### src/pkg/psw_pkg.sv
// package of constants and types for the processor supervisor with reset watchdog
//==============================================================
package psw_pkg;
    //==============================================================
    // timing
    localparam int unsigned CLK_HZ = 20_000_000;
    localparam int unsigned HOLD_MS = 250;
    localparam int unsigned DEBOUNCE_MS = 4;
    localparam int unsigned WD_SHORT_MS = 150;
    localparam int unsigned WD_MID_MS = 600;
    localparam int unsigned WD_LONG_MS = 1200;
    localparam int unsigned CYC_PER_MS = CLK_HZ / 1000;
    localparam int unsigned HOLD_CYC = HOLD_MS * CYC_PER_MS;
    localparam int unsigned DEBOUNCE_CYC = DEBOUNCE_MS * CYC_PER_MS;
    localparam int unsigned WD_SHORT_CYC = WD_SHORT_MS * CYC_PER_MS;
    localparam int unsigned WD_MID_CYC = WD_MID_MS * CYC_PER_MS;
    localparam int unsigned WD_LONG_CYC = WD_LONG_MS * CYC_PER_MS;
    localparam int unsigned CNT_W = 32;
    //==============================================================
    // selector encodings
    localparam logic [1:0] TD_LOW = 2'h0;
    localparam logic [1:0] TD_OPEN = 2'h1;
    localparam logic [1:0] TD_HIGH = 2'h2;

    typedef struct packed {
        logic supply_low;
        logic button;
        logic watchdog;
    } psw_cause_s;

    typedef enum logic [1:0] {PSW_HOLD, PSW_RUN} psw_state_e;
endpackage : psw_pkg

### src/core/psw_filter.sv
// synchroniser and debounce filter for one pin input
`timescale 1ns/1ps
module psw_filter
    import psw_pkg::*;
#(
    parameter int unsigned STABLE_CYC = DEBOUNCE_CYC
) (
    input wire logic clk_i,
    input wire logic nrst_i,
    input wire logic pin_i,
    input wire logic init_i,
    output logic sync_o,
    output logic level_o
);
    logic s1_ff;
    logic s2_ff;
    logic s3_ff;
    logic level_ff;
    logic [CNT_W-1:0] cnt_ff;

    always_ff @(posedge clk_i) begin
        if (!nrst_i) begin
            s1_ff <= 1'b1;
            s2_ff <= 1'b1;
            s3_ff <= 1'b1;
        end else begin
            s1_ff <= pin_i;
            s2_ff <= s1_ff;
            s3_ff <= s2_ff;
        end
    end

    // level changes only after input stays at the new value for STABLE_CYC
    always_ff @(posedge clk_i) begin
        if (!nrst_i) begin
            level_ff <= init_i;
            cnt_ff <= '0;
        end else if (s2_ff != s3_ff || s3_ff == level_ff) begin
            cnt_ff <= '0;
        end else if (cnt_ff >= CNT_W'(STABLE_CYC - 1)) begin
            level_ff <= s3_ff;
            cnt_ff <= '0;
        end else begin
            cnt_ff <= cnt_ff + 1'b1;
        end
    end

    assign sync_o = (s2_ff == s3_ff) ? s3_ff : level_ff;
    assign level_o = level_ff;
endmodule : psw_filter

### src/core/psw_supervisor.sv
// supervisor top: reset cause combination, hold timer and watchdog
`timescale 1ns/1ps
module psw_supervisor
    import psw_pkg::*;
#(
    parameter int unsigned HOLD_CYCLES = HOLD_CYC,
    parameter int unsigned DEBOUNCE_CYCLES = DEBOUNCE_CYC,
    parameter int unsigned WD_SHORT_CYCLES = WD_SHORT_CYC,
    parameter int unsigned WD_MID_CYCLES = WD_MID_CYC,
    parameter int unsigned WD_LONG_CYCLES = WD_LONG_CYC
) (
    input wire logic SYS_CLK_I,
    input wire logic NRST_I,
    input wire logic SUPPLY_BELOW_475_I,
    input wire logic SUPPLY_BELOW_450_I,
    input wire logic THRESHOLD_SELECT_I,
    input wire logic [1:0] TIMEOUT_SELECT_I,
    input wire logic MANUAL_RESET_BUTTON_N_I,
    input wire logic WATCHDOG_KICK_N_I,
    output logic RESET_O,
    output logic RESET_N_O,
    output logic RESET_N_OE_N_O
);
    //==============================================================
    // input conditioning
    logic btn_level;
    logic kick_sync;
    logic kick_prev_ff;
    logic sup475_s1_ff, sup475_s2_ff, sup475_s3_ff;
    logic sup450_s1_ff, sup450_s2_ff, sup450_s3_ff;
    logic sup475_ff, sup450_ff;

    psw_filter #(.STABLE_CYC(DEBOUNCE_CYCLES)) u_button (
        .clk_i(SYS_CLK_I),
        .nrst_i(NRST_I),
        .pin_i(MANUAL_RESET_BUTTON_N_I),
        .init_i(1'b1),
        .sync_o(),
        .level_o(btn_level)
    );

    // kick uses sync only, no debounce, so short strobes still count
    psw_filter #(.STABLE_CYC(1)) u_kick (
        .clk_i(SYS_CLK_I),
        .nrst_i(NRST_I),
        .pin_i(WATCHDOG_KICK_N_I),
        .init_i(1'b1),
        .sync_o(kick_sync),
        .level_o()
    );

    // supply comparator flags; reset state assumes supply low until seen good
    always_ff @(posedge SYS_CLK_I) begin
        if (!NRST_I) begin
            sup475_s1_ff <= 1'b1;
            sup475_s2_ff <= 1'b1;
            sup475_s3_ff <= 1'b1;
            sup450_s1_ff <= 1'b1;
            sup450_s2_ff <= 1'b1;
            sup450_s3_ff <= 1'b1;
            sup475_ff <= 1'b1;
            sup450_ff <= 1'b1;
        end else begin
            sup475_s1_ff <= SUPPLY_BELOW_475_I;
            sup475_s2_ff <= sup475_s1_ff;
            sup475_s3_ff <= sup475_s2_ff;
            sup450_s1_ff <= SUPPLY_BELOW_450_I;
            sup450_s2_ff <= sup450_s1_ff;
            sup450_s3_ff <= sup450_s2_ff;
            if (sup475_s2_ff == sup475_s3_ff) begin
                sup475_ff <= sup475_s3_ff;
            end
            if (sup450_s2_ff == sup450_s3_ff) begin
                sup450_ff <= sup450_s3_ff;
            end
        end
    end

    // strap pins are asynchronous too, so they share the three-stage scheme
    logic sel_s1_ff;
    logic sel_s2_ff;
    logic sel_s3_ff;
    logic sel_ff;
    logic [1:0] tsel_s1_ff;
    logic [1:0] tsel_s2_ff;
    logic [1:0] tsel_s3_ff;
    logic [1:0] tsel_ff;
    always_ff @(posedge SYS_CLK_I) begin
        if (!NRST_I) begin
            sel_s1_ff <= 1'b0;
            sel_s2_ff <= 1'b0;
            sel_s3_ff <= 1'b0;
            sel_ff <= 1'b0;
            tsel_s1_ff <= TD_OPEN;
            tsel_s2_ff <= TD_OPEN;
            tsel_s3_ff <= TD_OPEN;
            tsel_ff <= TD_OPEN;
        end else begin
            sel_s1_ff <= THRESHOLD_SELECT_I;
            sel_s2_ff <= sel_s1_ff;
            sel_s3_ff <= sel_s2_ff;
            tsel_s1_ff <= TIMEOUT_SELECT_I;
            tsel_s2_ff <= tsel_s1_ff;
            tsel_s3_ff <= tsel_s2_ff;
            if (sel_s2_ff == sel_s3_ff) begin
                sel_ff <= sel_s3_ff;
            end
            if (tsel_s2_ff == tsel_s3_ff) begin
                tsel_ff <= tsel_s3_ff;
            end
        end
    end

    always_ff @(posedge SYS_CLK_I) begin
        if (!NRST_I) begin
            kick_prev_ff <= 1'b1;
        end else begin
            kick_prev_ff <= kick_sync;
        end
    end

    //==============================================================
    // cause combination
    function automatic logic [CNT_W-1:0] wd_limit(input logic [1:0] sel);
        case (sel)
            TD_LOW: wd_limit = CNT_W'(WD_SHORT_CYCLES);
            TD_OPEN: wd_limit = CNT_W'(WD_MID_CYCLES);
            TD_HIGH: wd_limit = CNT_W'(WD_LONG_CYCLES);
            default: wd_limit = CNT_W'(WD_MID_CYCLES);
        endcase
    endfunction : wd_limit

    psw_cause_s cause;
    logic wd_expired;
    logic kick_fall;
    psw_state_e state_ff;
    logic [CNT_W-1:0] hold_cnt_ff;
    logic [CNT_W-1:0] wd_cnt_ff;
    logic any_cause;

    assign kick_fall = kick_prev_ff & ~kick_sync;
    always_comb begin
        cause.supply_low = sel_ff ? sup450_ff : sup475_ff;
        cause.button = ~btn_level;
        cause.watchdog = wd_expired;
    end
    assign any_cause = cause.supply_low | cause.button | cause.watchdog;

    //==============================================================
    // hold timer: power-up starts in hold
    always_ff @(posedge SYS_CLK_I) begin
        if (!NRST_I) begin
            state_ff <= PSW_HOLD;
            hold_cnt_ff <= '0;
        end else begin
            case (state_ff)
                PSW_HOLD: begin
                    if (any_cause) begin
                        hold_cnt_ff <= '0;
                    end else if (hold_cnt_ff >= CNT_W'(HOLD_CYCLES - 1)) begin
                        hold_cnt_ff <= '0;
                        state_ff <= PSW_RUN;
                    end else begin
                        hold_cnt_ff <= hold_cnt_ff + 1'b1;
                    end
                end
                PSW_RUN: begin
                    if (any_cause) begin
                        state_ff <= PSW_HOLD;
                    end
                end
                default: state_ff <= PSW_HOLD;
            endcase
        end
    end

    //==============================================================
    // watchdog: counts only in run, cleared while in hold
    assign wd_expired = (state_ff == PSW_RUN) && (wd_cnt_ff >= wd_limit(tsel_ff) - 1'b1);
    always_ff @(posedge SYS_CLK_I) begin
        if (!NRST_I) begin
            wd_cnt_ff <= '0;
        end else if (state_ff != PSW_RUN || kick_fall) begin
            wd_cnt_ff <= '0;
        end else begin
            wd_cnt_ff <= wd_cnt_ff + 1'b1;
        end
    end

    //==============================================================
    // outputs: RESET_O and RESET_N_OE_N_O both from one flip-flop so they never disagree; RESET_N_O is tied low
    logic rst_ff;
    always_ff @(posedge SYS_CLK_I) begin
        if (!NRST_I) begin
            rst_ff <= 1'b1;
        end else begin
            rst_ff <= (state_ff == PSW_HOLD) || any_cause;
        end
    end
    assign RESET_O = rst_ff;
    assign RESET_N_O = 1'b0;
    assign RESET_N_OE_N_O = ~rst_ff;
endmodule : psw_supervisor

### config.mk
export PLATFORM = sky130hd
export DESIGN_NAME = psw_supervisor
export DESIGN_NICKNAME = d
export VERILOG_FILES = /design/src/pkg/psw_pkg.sv /design/src/core/psw_filter.sv /design/src/core/psw_supervisor.sv
export SDC_FILE = /design/constraint.sdc
export NUM_CORES = 1
export LEC_CHECK = 0
export ABC_AREA = 0
export BUFFER_PORTS_ARGS = -buffer_cell sky130_fd_sc_hd__clkbuf_2
export CORE_ASPECT_RATIO = 1.5
export CORE_MARGIN = 5
export CORE_UTILIZATION = 60
export CTS_CLUSTER_DIAMETER = 50
export DETAILED_ROUTE_END_ITERATION = 10
export PLACE_DENSITY = 0.77
export SLEW_MARGIN = 0
export SYNTH_ARGS = -nofsm -noshare
export SYNTH_HDL_FRONTEND = slang
export SYNTH_SLANG_ARGS = --single-unit
### constraint.sdc
create_clock -name SYS_CLK_I -period 5.2 [get_ports SYS_CLK_I]
set_input_delay 0.78 -clock SYS_CLK_I [delete_from_list [all_inputs] [get_ports SYS_CLK_I]]
set_output_delay 0.78 -clock SYS_CLK_I [all_outputs]
set_load 0.02 [all_outputs]
== Word-level counts from Yosys, hierarchy flattened ==
Cells that the tools add are included.
Storage, ports and cells
  bits in registers: 160
  bits of input ports: 9
  output and inout port bits: 3
Cells by class
  $add $sub $neg: 5
  magnitude comparators: 4
  equal/unequal tests: 15
  mux-type cells: 9
  bitwise logic cells: 9
  reductions and logical operators: 13
Operators with widths (count)
  32-bit by 1-bit adder with 32-bit output, second input constant: 4
  32-bit two-way mux: 2
  25-bit case mux with 2 select lines: 1
  32-bit by 1-bit greater-or-equal comparator with 1-bit output, second input constant: 1
  32-bit by 17-bit greater-or-equal comparator with 1-bit output, second input constant: 1
  32-bit by 23-bit greater-or-equal comparator with 1-bit output, second input constant: 1
  32-bit greater-or-equal comparator: 1
  32-bit by 1-bit subtractor with 32-bit output, second input constant: 1
  1-bit == test: 6
  2-bit two-way mux: 3
  2-bit inequality test, second input constant: 3
  1-bit NOT: 6
  3-bit OR reduction: 2
  2-bit logical NOT: 2
  1-bit logical OR: 4
  2-bit case mux with 2 select lines: 1
  2-bit AND reduction: 2
  3-bit AND reduction: 1
  2-bit by 1-bit == test with 1-bit output, second input constant: 1
  2-bit == test: 1
  2-bit == test, second input constant: 1
  1-bit two-way mux: 2
  1-bit inequality test: 2
  2-bit by 1-bit inequality test with 1-bit output, second input constant: 1
  4 further kinds: 5

== Depth between registers and ports, before layout ==
Gate-level depths: netlist (run 1).
  word-level depth: 8
  mapped depth: 11
  gate-level depth less buffers: 10

== By module ==
A second synthesis (run 1) with hierarchy kept.
Unflattened totals
  cells, all modules: 631
  area total of the unflattened synthesis: 5848.1 um2
By module, submodules not included
  psw_supervisor: instances 1, cells an instance 497, area each 4431.8 um2
  psw_filter (u_button): instances 1, cells an instance 121, area each 1267.5 um2
  psw_filter (u_kick): instances 1, cells an instance 13, area each 148.9 um2

== Worst setup path before layout (run 1) ==
No wires, ideal clock.
  kind: register to register
  from: register tsel_ff[0]
  to: register hold_cnt_ff[13]
  arrival time: 2.295 ns
  data required time: 5.117 ns
  setup slack: 2.823 ns
  stages on the path, launching flop included: 11
  path buffers: 1
  cell sequence: dfxtp_1 or2_2 inv_1 ha_1 a21oi_1 o21ai_0 a2111oi_4 o311a_4 o21ai_4 buf_12 o31ai_4
Between the ends
  word-level cells in the longest chain between the ends: 7
  elaborated cells on any way between the ends: 8
RTL lines
  from (decl): line psw_supervisor.sv:87  | logic [1:0] tsel_ff;
  from (signal assigned): line psw_supervisor.sv:109  | tsel_ff <= tsel_s3_ff;
  2-bit == test or 2-bit logical NOT (tied branches): line psw_supervisor.sv:125  | case (sel)
  25-bit case mux with 2 select lines *: line psw_supervisor.sv:125
  32-bit by 1-bit subtractor with 32-bit output *: line psw_supervisor.sv:179  | assign wd_expired = (state_ff == PSW_RUN) && (wd_cnt_ff >= wd_limit(tsel_ff) - 1'b1);
  32-bit greater-or-equal comparator *: line psw_supervisor.sv:179
  1-bit logical AND *: line psw_supervisor.sv:179
  1-bit bitwise OR *: line psw_supervisor.sv:147  | assign any_cause = cause.supply_low | cause.button | cause.watchdog;
  32-bit two-way mux *: line psw_supervisor.sv:158  | if (any_cause) begin
  to (signal assigned): line psw_supervisor.sv:164  | hold_cnt_ff <= hold_cnt_ff + 1'b1;
  to (decl): line psw_supervisor.sv:137  | logic [CNT_W-1:0] hold_cnt_ff;
Mark *: on every way between the ends. The rest lies on a longest branch, timed or not.
A chain may end at the register's enable or synchronous reset.

== Final worst setup path (run 1) ==
  from: register tsel_ff[0]
  to: register hold_cnt_ff[7]
The elaborated chain is that of the path after synthesis.

==> results.json, run 1 <==
{
  "status": "finished clean",
  "cts.reportedPaths.clkPinSlew_ns": 0.05,
  "seq_area_frac_synth_pct": 46.05,
  "dominantRegCellSynth": "sky130_fd_sc_hd__dfxtp_1",
  "dominant_combinational_cell_family_by_area_after_synthesis": "simple AND/OR/NAND/NOR gates",
  "critPathKind": "flip-flop to flip-flop",
  "global_route.usage.total_pct": 20.44,
  "critical_path_arrival_ns": 3.01,
  "port_buffers": 10,
  "design.die.area_um2": 11260,
  "routed_wl_mm": 10.64,
  "final_min_period_over_clock_period_pct": 52.68,
  "synth_largest_area_cell": "sky130_fd_sc_hd__dfxtp_1",
  "post_synth_edffs": 0,
  "finalCriticalPeriod_ns": 2.739,
  "multiInputGateArea_um2": 2839,
  "fmax_ghz": 0.3650,
  "timing.critical_path.from_type": "flip-flop",
  "yosys_warnings": 0,
  "finalHoldViolCount": 0,
  "floorplan.initialDensity_pct": 60.37,
  "cts_inserted_buffers": 17,
  "setup_tns_ns": 0,
  "synth_compound_gate_area_share_pct": 11.78,
  "worstSetupEndpointType": "flip-flop",
  "tightest_slew_ns": 0.8664,
  "dpl.hpwl_mm": 7.053,
  "hold_path_startpoint": "u_button.s1_ff",
  "layout.cells.non_filler": 745,
  "r2r_end": "hold_cnt_ff[7]",
  "sequential_cell_area_um2": 2542,
  "drtPass1Iterations": 4,
  "core_area_um2": 9146,
  "cts-htree-levels": 4,
  "rsz_0062_raised_after_global_routing": "false",
  "fillCellCount": 712,
  "worst_r2r_startpoint": "tsel_ff[0]",
  "die_width_um": 88.33,
  "final_layout_size_suffix_gt1_share_pct": 11.37,
  "synthTopCellsByArea": "sky130_fd_sc_hd__dfxtp_1, sky130_fd_sc_hd__nor2_1, sky130_fd_sc_hd__ha_1",
  "largest_clock_skew_in_the_final_design_ns": 0.01185,
  "synth-adder-area-share_pct": 4.487,
  "yosys.area_share.xor_xnor_pct": 7.772,
  "row_count": 43,
  "ff2ff_setup_slack_ns": 2.46,
  "num_antenna_cells": 0,
  "mappedNetlistArea_um2": 5522,
  "cts_tree": "yes",
  "cts_setup_buffers": 0,
  "grt_pass1_wl_mm": 18.43,
  "dr_vias_cell": 5.702,
  "clock_tree.buffer_depth": 2,
  "place_congestion": 0.8201,
  "post-synth-top-area-fraction_pct": 46.05,
  "hold_path_depth": 1,
  "synth.ff_latch_count": 127,
  "grt_start_max_net_pins": 46,
  "cts_root_buf": "sky130_fd_sc_hd__clkbuf_16",
  "die-height_um": 127.5,
  "cts_resized": 0,
  "post_synth.cell_area_avg_um2": 9.264,
  "vdd.ir_drop.worst_uv": 293.9,
  "leakagePower_nw": 2.355,
  "min_path_type": "flip-flop to flip-flop",
  "finalMaxSlewViolations": 0,
  "design_area_um2": 6289,
  "share_of_async_settable_or_async_resettable_flops_after_synthesis_pct": 0,
  "drtIter0Drc": 234,
  "netlist_instances": 596,
  "drc_errors": 0,
  "final_common_cell": "sky130_fd_sc_hd__dfxtp_1",
  "grt_antenna_before_repair": 0,
  "cp_data_required_time_ns": 5.47,
  "final_antenna_net_count": 0,
  "clk-insertion-delay-late_ns": 0.42,
  "path_max_fanout": 15,
  "report.final.setup_viol": 0,
  "post_synth_mux_area_share_pct": 0.1813,
  "r2r_cells": 8,
  "critical_path_startpoint": "tsel_ff[0]",
  "slew-limit-headroom_pct": 42.24,
  "grt_overflow_total": 0,
  "synth_cell_types": 57,
  "hold-path-endpoint": "u_button.s2_ff",
  "syn_to_final_growth_pct": 13.89,
  "power_density_nw_per_um2": 360.7,
  "routed-via-count": 4248,
  "cap_violations": 0,
  "vias_in_the_first_global_route": 4322,
  "io_pins": 12,
  "dpl-instance-area_um2": 5654,
  "cts_sinks": 127,
  "fin_nets": 649,
  "postCtsHoldBufs": 0,
  "placedCellCount": 714,
  "avgRoutedWirePerCell_um": 14.28,
  "final_cell_mix": "sky130_fd_sc_hd__dfxtp_1, sky130_fd_sc_hd__nor2_1, sky130_fd_sc_hd__nand2_1, sky130_fd_sc_hd__and3_1, sky130_fd_sc_hd__xnor2_1",
  "synth-simple-area-share_pct": 26.04
}
[sequential cells by signal, indices dropped and copies added (netlist names), 2 cells and up]
register and flops:
tsel_ff 2, tsel_s3_ff 2, u_button.cnt_ff 32, tsel_s2_ff 2, tsel_s1_ff 2, hold_cnt_ff 32
wd_cnt_ff 32
[worst max-delay path: stages (launching register included)]
cell	delay, ns
sky130_fd_sc_hd__dfxtp_1	0.34
sky130_fd_sc_hd__inv_1	0.18
sky130_fd_sc_hd__nand2_1	0.22
sky130_fd_sc_hd__ha_1	0.34
sky130_fd_sc_hd__nand4_1	0.13
sky130_fd_sc_hd__or3_1	0.42
sky130_fd_sc_hd__o311a_4	0.34
sky130_fd_sc_hd__o21ai_4	0.50
sky130_fd_sc_hd__o31ai_1	0.14
[synthesized netlist by cell type (10+ instances only)]
cell type and instances:
sky130_fd_sc_hd__nand2b_1 21, sky130_fd_sc_hd__o21ai_0 22, sky130_fd_sc_hd__nand4_1 21, sky130_fd_sc_hd__and3_1 28, sky130_fd_sc_hd__nand2_1 47, sky130_fd_sc_hd__dfxtp_1 127
sky130_fd_sc_hd__nor2_1 69, sky130_fd_sc_hd__ha_1 19, sky130_fd_sc_hd__xor2_1 24, sky130_fd_sc_hd__xnor2_1 25, sky130_fd_sc_hd__inv_1 18, sky130_fd_sc_hd__a21oi_1 14
sky130_fd_sc_hd__nor3_1 14, sky130_fd_sc_hd__clkbuf_1 12, sky130_fd_sc_hd__a22oi_1 10, sky130_fd_sc_hd__nand3_1 20
[cell type report]
type | instances | share of cell area, %
inverters | 18 | 1.074
flip-flops and latches | 127 | 40.43
clock buffers | 19 | 7.203
multi-input cells | 445 | 45.15
repair buffers | 12 | 1.035
well taps | 112 | 2.228
clock inverters | 12 | 2.885
[kinds of logic (layout without fill, tap and decap cells)]
family	after synthesis	in the layout
compound gates	85	85
buf+inv	39	61
fa+ha+maj	20	20
mux	1	1
xor+xnor	49	49
flops	127	127
other cells	1	16
simple gates	274	274
[power by group]
group | leakage (nW) | switching, mW | internal, mW
Combinational | 1.01 | 0.0111 | 0.00824
Sequential | 1.03 | 0.00468 | 0.987
Clock | 0.310 | 0.429 | 0.828
Total | 2.35 | 0.445 | 1.82
[how the worst max path moves through the flow]
stage	endpoint	depth (start not counted)
6_report	hold_cnt_ff[7]	8
5_1_grt	hold_cnt_ff[8]	8
4_1_cts	hold_cnt_ff[7]	8
3_5_place_dp	hold_cnt_ff[7]	6
3_3_place_gp	hold_cnt_ff[19]	6
2_1_floorplan	hold_cnt_ff[13]	10
[routing by layer]
metal | vias up | routed length (um) | global-route usage [%]
met4 | 0 | 129 | 9.520
met5 | - | 0 | 0
li1 | 2126 | - | -
met1 | 2052 | 4295 | 21.19
met2 | 58 | 5894 | 37.15
met3 | 12 | 315 | 5.484
[metrics by stage]
stage          utilization [%]  setup WS (ns)  total power [mW]  hold WS [ns]
2_1_floorplan                -          2.823             1.026        0.3863
3_3_place_gp             61.82          2.382             1.030        0.3894
3_5_place_dp             61.82          2.310             1.031        0.3922
4_1_cts                  68.76          2.446             2.288        0.4052
5_1_grt                  68.76          2.205             2.341        0.4329
6_report                 68.76          2.461             2.268        0.4042
Note: power is estimated with default switching activity, not from simulation.
==> run 2: changes to the inputs <==
--- a/config.mk
+++ b/config.mk
@@ -5,7 +5,7 @@
 export SDC_FILE = /design/constraint.sdc
 export NUM_CORES = 1
 export LEC_CHECK = 0
-export ABC_AREA = 0
+export ABC_AREA = 1
 export BUFFER_PORTS_ARGS = -buffer_cell sky130_fd_sc_hd__clkbuf_2
 export CORE_ASPECT_RATIO = 1.5
 export CORE_MARGIN = 5
==> constraint.sdc (replaced) <==
create_clock -name SYS_CLK_I -period 2.6 [get_ports SYS_CLK_I]
set_input_delay 0.39 -clock SYS_CLK_I [delete_from_list [all_inputs] [get_ports SYS_CLK_I]]
set_output_delay 0.39 -clock SYS_CLK_I [all_outputs]
set_load 0.02 [all_outputs]
==> run 2 against run 1 <==
  * Utilization up 0.64 points
  * Via count up 23%
  * Routed wire length up 22%
  * Maximum frequency up 24%
  * Non-clock buffer count up 2
  * Worst setup slack worse by 2.1 ns
  * Critical path type unchanged
  * Flip-flop and latch count unchanged
  * Register-to-register slack worse by 2.1 ns
  * Clock skew down 0.0042 ns
  * Sequential share of layout area down 2.6 points
  * Final area up 6.9%
  * Critical path depth up 6
==> results.json, run 2 <==
{
  "critical_path_startpoint": "tsel_ff[0]",
  "worstSetupEndpointType": "flip-flop",
  "min_path_type": "primary input to flip-flop",
  "sequential_cell_area_um2": 2542,
  "seq_power_share_pct": 44.1,
  "cts_setup_buffers": 0,
  "gr_layer_usage_met2_pct": 38.88,
  "cts_tree": "yes",
  "report.final.setup_viol": 0,
  "post-synth-top-area-fraction_pct": 42.98,
  "die-height_um": 131.6,
  "synth.ff_latch_count": 127,
  "synthTopCellsByArea": "sky130_fd_sc_hd__dfxtp_1, sky130_fd_sc_hd__nand2_1, sky130_fd_sc_hd__nor2_1",
  "floorplan.initialDensity_pct": 61.05,
  "grt_antenna_before_repair": 0,
  "largest_clock_skew_in_the_final_design_ns": 0.007682,
  "setup_tns_ns": 0,
  "vdd.ir_drop.worst_uv": 548.6,
  "final_standard_cell_utilization_of_the_core_pct": 69.40,
  "dr_vias_cell": 5.326,
  "netlist_instances": 819,
  "yosys.area_share.xor_xnor_pct": 5.330,
  "fillCellCount": 803,
  "net_switching_power_uw": 983.3,
  "rsz_0062_raised_after_global_routing": "false",
  "cts_inserted_buffers": 17,
  "io_pins": 12,
  "cellInternalPower_mw": 3.530,
  "synth_cell_types": 38,
  "cts_resized": 0,
  "core_area_um2": 9689,
  "globalRouteMet3Util_pct": 5.492,
  "worst_r2r_startpoint": "tsel_ff[0]",
  "cts.reportedPaths.clkPinSlew_ns": 0.06,
  "share_of_async_settable_or_async_resettable_flops_after_synthesis_pct": 0,
  "leakagePower_nw": 2.807,
  "r2r_cells": 14,
  "dominantRegCellSynth": "sky130_fd_sc_hd__dfxtp_1",
  "cp_data_required_time_ns": 2.96,
  "reg_top3": "hold_cnt_ff x32, u_button.cnt_ff x32, wd_cnt_ff x32",
  "share_clk_of_total_power_pct": 54.3,
  "tightest_slew_ns": 0.7803,
  "globalRouteMet1Util_pct": 23.10,
  "r2r_end": "hold_cnt_ff[21]",
  "routed_wl_mm": 13.02,
  "post_synth_mux_area_share_pct": 0,
  "final_common_cell": "sky130_fd_sc_hd__nand2_1",
  "yosys_warnings": 0,
  "seq_area_frac_synth_pct": 42.98,
  "row_count": 44,
  "cts-htree-levels": 4,
  "top_usage_layer": "met2",
  "final_antenna_net_count": 0,
  "post_synth.cell_area_avg_um2": 7.223,
  "final_layout_size_suffix_gt1_share_pct": 8.786,
  "cts_root_buf": "sky130_fd_sc_hd__clkbuf_16",
  "critical_path_arrival_ns": 2.56,
  "final_cell_mix": "sky130_fd_sc_hd__nand2_1, sky130_fd_sc_hd__dfxtp_1, sky130_fd_sc_hd__nor2_1, sky130_fd_sc_hd__inv_1, sky130_fd_sc_hd__nand3_1",
  "combinationalPowerShare_pct": 1.6,
  "status": "finished clean",
  "postCtsHoldBufs": 0,
  "die_width_um": 91.08,
  "placedCellCount": 948,
  "hold_path_startpoint": "THRESHOLD_SELECT_I",
  "hold-path-endpoint": "sel_s1_ff",
  "power_switching_share_pct": 21.79,
  "power_density_nw_per_um2": 671.2,
  "grt_overflow_total": 0,
  "dpl.hpwl_mm": 9.364,
  "cts_sinks": 127,
  "place_congestion": 0.9311,
  "multiInputGateArea_um2": 2979,
  "fin_nets": 880,
  "cap_violations": 0,
  "post_synth_edffs": 0,
  "path_max_fanout": 23,
  "finalMaxSlewViolations": 0,
  "synth_largest_area_cell": "sky130_fd_sc_hd__dfxtp_1",
  "synth_most_common_cell": "sky130_fd_sc_hd__nand2_1",
  "global_route.usage.total_pct": 22.14,
  "layout.cells.non_filler": 980,
  "finalCriticalPeriod_ns": 2.202,
  "drtIter0Drc": 251,
  "synth_top_cells_by_count": "sky130_fd_sc_hd__nand2_1, sky130_fd_sc_hd__dfxtp_1, sky130_fd_sc_hd__nor2_1",
  "routed-via-count": 5219,
  "dominant_combinational_cell_family_by_area_after_synthesis": "simple AND/OR/NAND/NOR gates",
  "synth_compound_gate_area_share_pct": 4.949,
  "slew-limit-headroom_pct": 47.50,
  "hold_path_depth": 3,
  "critPathKind": "flip-flop to flip-flop",
  "drc_errors": 0,
  "port_buffers": 10,
  "clock_tree.buffer_depth": 2,
  "grt_pass1_wl_mm": 21.93,
  "ff2ff_setup_slack_ns": 0.40,
  "num_antenna_cells": 0,
  "synth-simple-area-share_pct": 35.05,
  "fmax_ghz": 0.4542,
  "vias_in_the_first_global_route": 5062,
  "design.die.area_um2": 11990,
  "timing.critical_path.from_type": "flip-flop",
  "drtPass1Iterations": 5,
  "syn_to_final_growth_pct": 13.66,
  "grt_start_max_net_pins": 39,
  "synth-adder-area-share_pct": 4.019,
  "finalHoldViolCount": 0,
  "avgRoutedWirePerCell_um": 13.29,
  "clk-insertion-delay-late_ns": 0.42,
  "final_min_period_over_clock_period_pct": 84.68,
  "mappedNetlistArea_um2": 5916
}
-- run 2: cell types whose count changed after synthesis, moves of 8 or more --
cell,before,now
sky130_fd_sc_hd__a22oi_1,10,0
sky130_fd_sc_hd__nor3_1,14,24
sky130_fd_sc_hd__nand3_1,20,46
sky130_fd_sc_hd__xnor2_1,25,12
sky130_fd_sc_hd__nand2_1,47,211
sky130_fd_sc_hd__and3_1,28,2
sky130_fd_sc_hd__nand2b_1,21,0
sky130_fd_sc_hd__a21oi_1,14,32
sky130_fd_sc_hd__nand4_1,21,31
sky130_fd_sc_hd__or2_2,5,15
sky130_fd_sc_hd__o21ai_0,22,14
sky130_fd_sc_hd__inv_1,18,95
sky130_fd_sc_hd__nor2_1,69,118
-- run 2: critical path: stages (launching register included) --
cell and delay [ns]:
sky130_fd_sc_hd__dfxtp_1 0.36, sky130_fd_sc_hd__nor2_1 0.28, sky130_fd_sc_hd__inv_1 0.11, sky130_fd_sc_hd__ha_1 0.31
sky130_fd_sc_hd__nand2_1 0.09, sky130_fd_sc_hd__nor2_1 0.06, sky130_fd_sc_hd__and2_1 0.13, sky130_fd_sc_hd__nand2_1 0.06
sky130_fd_sc_hd__nand3_1 0.07, sky130_fd_sc_hd__nand2_1 0.08, sky130_fd_sc_hd__nand2_1 0.06, sky130_fd_sc_hd__nand2_1 0.06
sky130_fd_sc_hd__buf_4 0.26, sky130_fd_sc_hd__nand4_1 0.14, sky130_fd_sc_hd__nand2_1 0.10
-- run 2: power groups by stage --
stage / combinational (mW) / clock (mW) / sequential [mW]
3_3_place_gp: 0.0695 / 0 / 2.03
3_5_place_dp: 0.0731 / 0 / 2.03
6_report: 0.0729 / 2.45 / 1.99
4_1_cts: 0.0731 / 2.49 / 1.99
2_1_floorplan: 0.0548 / 0 / 2.03
5_1_grt: 0.0845 / 2.58 / 1.99
-- run 2: final cells by class --
cell class	count	share of cell area [%]
clock buffer	18	6.383
clock inverter	14	2.680
inverter	97	5.489
multi-input combinational	595	44.31
sequential	127	37.81
tap	115	2.140
timing repair buffer	14	1.191
-- run 2: cells by family after synthesis --
kind of cell,Yosys count
buffers and inverters,112
DFF,127
and+or+nand+nor,470
adders and majority gates,19
xor gates and xnor gates,36
AOI/OAI and AO/OA,54
other,1
-- run 2: per-stage QoR --
step	power [mW]	worst slack [ns]	hold slack [ns]	cell area [um2]
finish	4.513	0.3984	0.1534	6724
CTS	4.547	0.4119	0.1461	6724
global route	4.657	0.1813	0.1471	6724
detailed placement	2.105	0.4272	0.3996	6115
floorplan	2.082	0.7093	0.3905	5972
global placement	2.099	0.5403	0.3942	6115
-- run 2: routing by layer --
metal	part of all wire [%]	up-vias
met4	4.7	0
met2	53	137
met5	0	-
met1	38	2382
met3	4.4	44
li1	-	2656
-- run 2: worst max path at each step --
stage / to / slack [ns]
6_report: hold_cnt_ff[21] / 0.40
5_1_grt: hold_cnt_ff[0] / 0.18
4_1_cts: hold_cnt_ff[21] / 0.41
3_5_place_dp: hold_cnt_ff[0] / 0.43
3_3_place_gp: hold_cnt_ff[0] / 0.54
2_1_floorplan: hold_cnt_ff[1] / 0.71
==> run 3: changes to the inputs <==
--- a/config.mk
+++ b/config.mk
@@ -5,14 +5,14 @@
 export SDC_FILE = /design/constraint.sdc
 export NUM_CORES = 1
 export LEC_CHECK = 0
-export ABC_AREA = 1
+export ABC_AREA = 0
 export BUFFER_PORTS_ARGS = -buffer_cell sky130_fd_sc_hd__clkbuf_2
 export CORE_ASPECT_RATIO = 1.5
 export CORE_MARGIN = 5
-export CORE_UTILIZATION = 60
+export CORE_UTILIZATION = 56
 export CTS_CLUSTER_DIAMETER = 50
 export DETAILED_ROUTE_END_ITERATION = 10
-export PLACE_DENSITY = 0.77
+export PLACE_DENSITY = 0.75
 export SLEW_MARGIN = 0
 export SYNTH_ARGS = -nofsm -noshare
 export SYNTH_HDL_FRONTEND = slang
==> constraint.sdc (replaced) <==
create_clock -name SYS_CLK_I -period 1.84 [get_ports SYS_CLK_I]
set_input_delay 0.276 -clock SYS_CLK_I [delete_from_list [all_inputs] [get_ports SYS_CLK_I]]
set_output_delay 0.276 -clock SYS_CLK_I [all_outputs]
set_load 0.02 [all_outputs]
==> run 3 against run 2 <==
  * The flow now finishes with violations (negative setup slack)
  * Sequential power increased by 41%
  * Global-route usage increased by 0.36 points
  * Via count fell by 5.6%
==> results.json, run 3 (synthesis gave the netlist of run 1 again) <==
{
  "status": "complete, but fails checks",
  "failing_checks": "negative setup slack",
  "cts_sinks": 127,
  "largest_clock_skew_in_the_final_design_ns": 0.008938,
  "grt_start_max_net_pins": 45,
  "fmax_ghz": 0.4192,
  "critPathKind": "flip-flop to flip-flop",
  "hold-path-endpoint": "sup450_s1_ff",
  "r2r_cells": 10,
  "worstSetupEndpointType": "flip-flop",
  "rsz_0062_raised_after_global_routing": "true",
  "final_common_cell": "sky130_fd_sc_hd__dfxtp_1",
  "avgRoutedWirePerCell_um": 17.22,
  "design.die.area_um2": 11990,
  "num_antenna_cells": 0,
  "dr_vias_cell": 5.760,
  "cap_violations": 0,
  "global_route.usage.total_pct": 22.51,
  "syn_to_final_growth_pct": 36.44,
  "clock_tree.buffer_depth": 2,
  "row_count": 44,
  "ff2ff_setup_slack_ns": -0.55,
  "postLayoutSetupSlackWorst_ns": -0.5455,
  "sequential_cell_area_um2": 2551,
  "path_max_fanout": 8,
  "dpl.hpwl_mm": 8.567,
  "leakagePower_nw": 3.021,
  "report.final.setup_viol": 40,
  "reg_top3": "hold_cnt_ff x32, u_button.cnt_ff x32, wd_cnt_ff x32",
  "finalMaxSlewViolations": 0,
  "port_buffers": 10,
  "routed-via-count": 4925,
  "grt_antenna_before_repair": 0,
  "grt_pass1_wl_mm": 22.33,
  "io_pins": 12,
  "design_power_total_mw": 6.026,
  "design_area_um2": 7533,
  "routed_wl_mm": 14.73,
  "cts_tree": "yes",
  "hold_path_depth": 2,
  "timing.critical_path.from_type": "flip-flop",
  "multiInputGateArea_um2": 3249,
  "die_width_um": 91.08,
  "grt_overflow_total": 0,
  "cts-htree-levels": 4,
  "final_cell_mix": "sky130_fd_sc_hd__dfxtp_1, sky130_fd_sc_hd__buf_4, sky130_fd_sc_hd__nor2_1, sky130_fd_sc_hd__nand2_1, sky130_fd_sc_hd__and3_1",
  "drtPass1Iterations": 5,
  "cts_root_buf": "sky130_fd_sc_hd__clkbuf_16",
  "fillCellCount": 588,
  "worst_r2r_startpoint": "tsel_ff[0]",
  "final_antenna_net_count": 0,
  "r2r_end": "hold_cnt_ff[4]",
  "cp_data_required_time_ns": 2.17,
  "fin_nets": 756,
  "critical_path_arrival_ns": 2.71,
  "cts_inserted_buffers": 17,
  "min_path_type": "primary input to flip-flop",
  "drc_errors": 0,
  "finalCriticalPeriod_ns": 2.385,
  "clk-insertion-delay-late_ns": 0.42,
  "floorplan.initialDensity_pct": 56.99,
  "core_area_um2": 9689,
  "cts.reportedPaths.clkPinSlew_ns": 0.06,
  "vdd.ir_drop.worst_uv": 796.2,
  "place_congestion": 0.8754,
  "die-height_um": 131.6,
  "final_min_period_over_clock_period_pct": 129.6,
  "vias_in_the_first_global_route": 4915,
  "dpl-instance-area_um2": 6452,
  "drtIter0Drc": 263,
  "power_density_nw_per_um2": 799.9,
  "final_layout_size_suffix_gt1_share_pct": 33.24,
  "hold_path_startpoint": "SUPPLY_BELOW_450_I",
  "finalHoldViolCount": 0
}
==> run 3: worst max path at each step <==
| stage | startpoint | end | slack, ns |
|---|---|---|---|
| floorplan | tsel_ff[1] | hold_cnt_ff[17] | -0.29 |
| global placement | tsel_ff[1] | hold_cnt_ff[19] | -0.30 |
| detailed placement | tsel_ff[0] | hold_cnt_ff[19] | -0.43 |
| CTS | tsel_ff[1] | hold_cnt_ff[6] | -0.38 |
| global route | tsel_ff[0] | hold_cnt_ff[19] | -0.65 |
| finish | tsel_ff[0] | hold_cnt_ff[4] | -0.55 |
==> run 3: routing by layer <==
layer	part of all wire [%]	up-vias	global-route usage (%)	wire length, um
met1	37	2355	23.82	5487
met2	55	154	42.09	8123
li1	-	2348	-	-
met3	3.9	68	4.748	576
met4	3.7	0	9.462	540
met5	0	-	0	0
==> run 3: cell type report <==
class,instances,share of cell area [%]
Sequential cell,127,33.86
Timing Repair Buffer,119,12.76
Tap cell,115,1.910
Inverter,18,0.9633
Clock buffer,19,5.879
Clock inverter,12,1.495
Multi-Input combinational cell,445,43.13
==> run 3: repair_timing <==
item,4_1_cts,5_1_grt
endpoints found under the hold margin,0,0
buffers inserted,9,3
pin swaps,18,24
hold buffers,0,0
endpoints found under the setup margin,46,55
resized for setup,25,77
cloned,1,0
==> run 3: critical path, stage by stage, from the launching register on <==
cell	delay [ns]
sky130_fd_sc_hd__dfxtp_2	0.34
sky130_fd_sc_hd__inv_4	0.09
sky130_fd_sc_hd__nand2_4	0.07
sky130_fd_sc_hd__ha_1	0.21
sky130_fd_sc_hd__nor4_2	0.26
sky130_fd_sc_hd__nand2_1	0.22
sky130_fd_sc_hd__a2111oi_4	0.42
sky130_fd_sc_hd__o311a_4	0.28
sky130_fd_sc_hd__o21ai_4	0.09
sky130_fd_sc_hd__buf_12	0.16
sky130_fd_sc_hd__o31ai_2	0.18
==> run 3: power breakdown <==
group | internal, mW | leakage, nW | switching [mW] | total (mW)
logic | 0.0276 | 1.73 | 0.0383 | 0.0659
registers | 2.79 | 1.04 | 0.0162 | 2.80
clock network | 1.89 | 0.258 | 1.27 | 3.16
==> run 3: stage by stage <==
stage | TNS, ns | cells | utilization (%) | worst slack, ns | hold WS [ns]
after global placement | -6.180 | 812 | 66.59 | -0.3030 | 0.3884
after floorplan | -4.742 | 611 | - | -0.2913 | 0.3775
after detailed placement | -9.743 | 812 | 66.59 | -0.4303 | 0.3971
final | -11.12 | 855 | 77.75 | -0.5455 | 0.04737
after CTS | -7.340 | 852 | 74.15 | -0.3758 | 0.03530
after global routing | -14.84 | 855 | 77.75 | -0.6546 | 0.04717
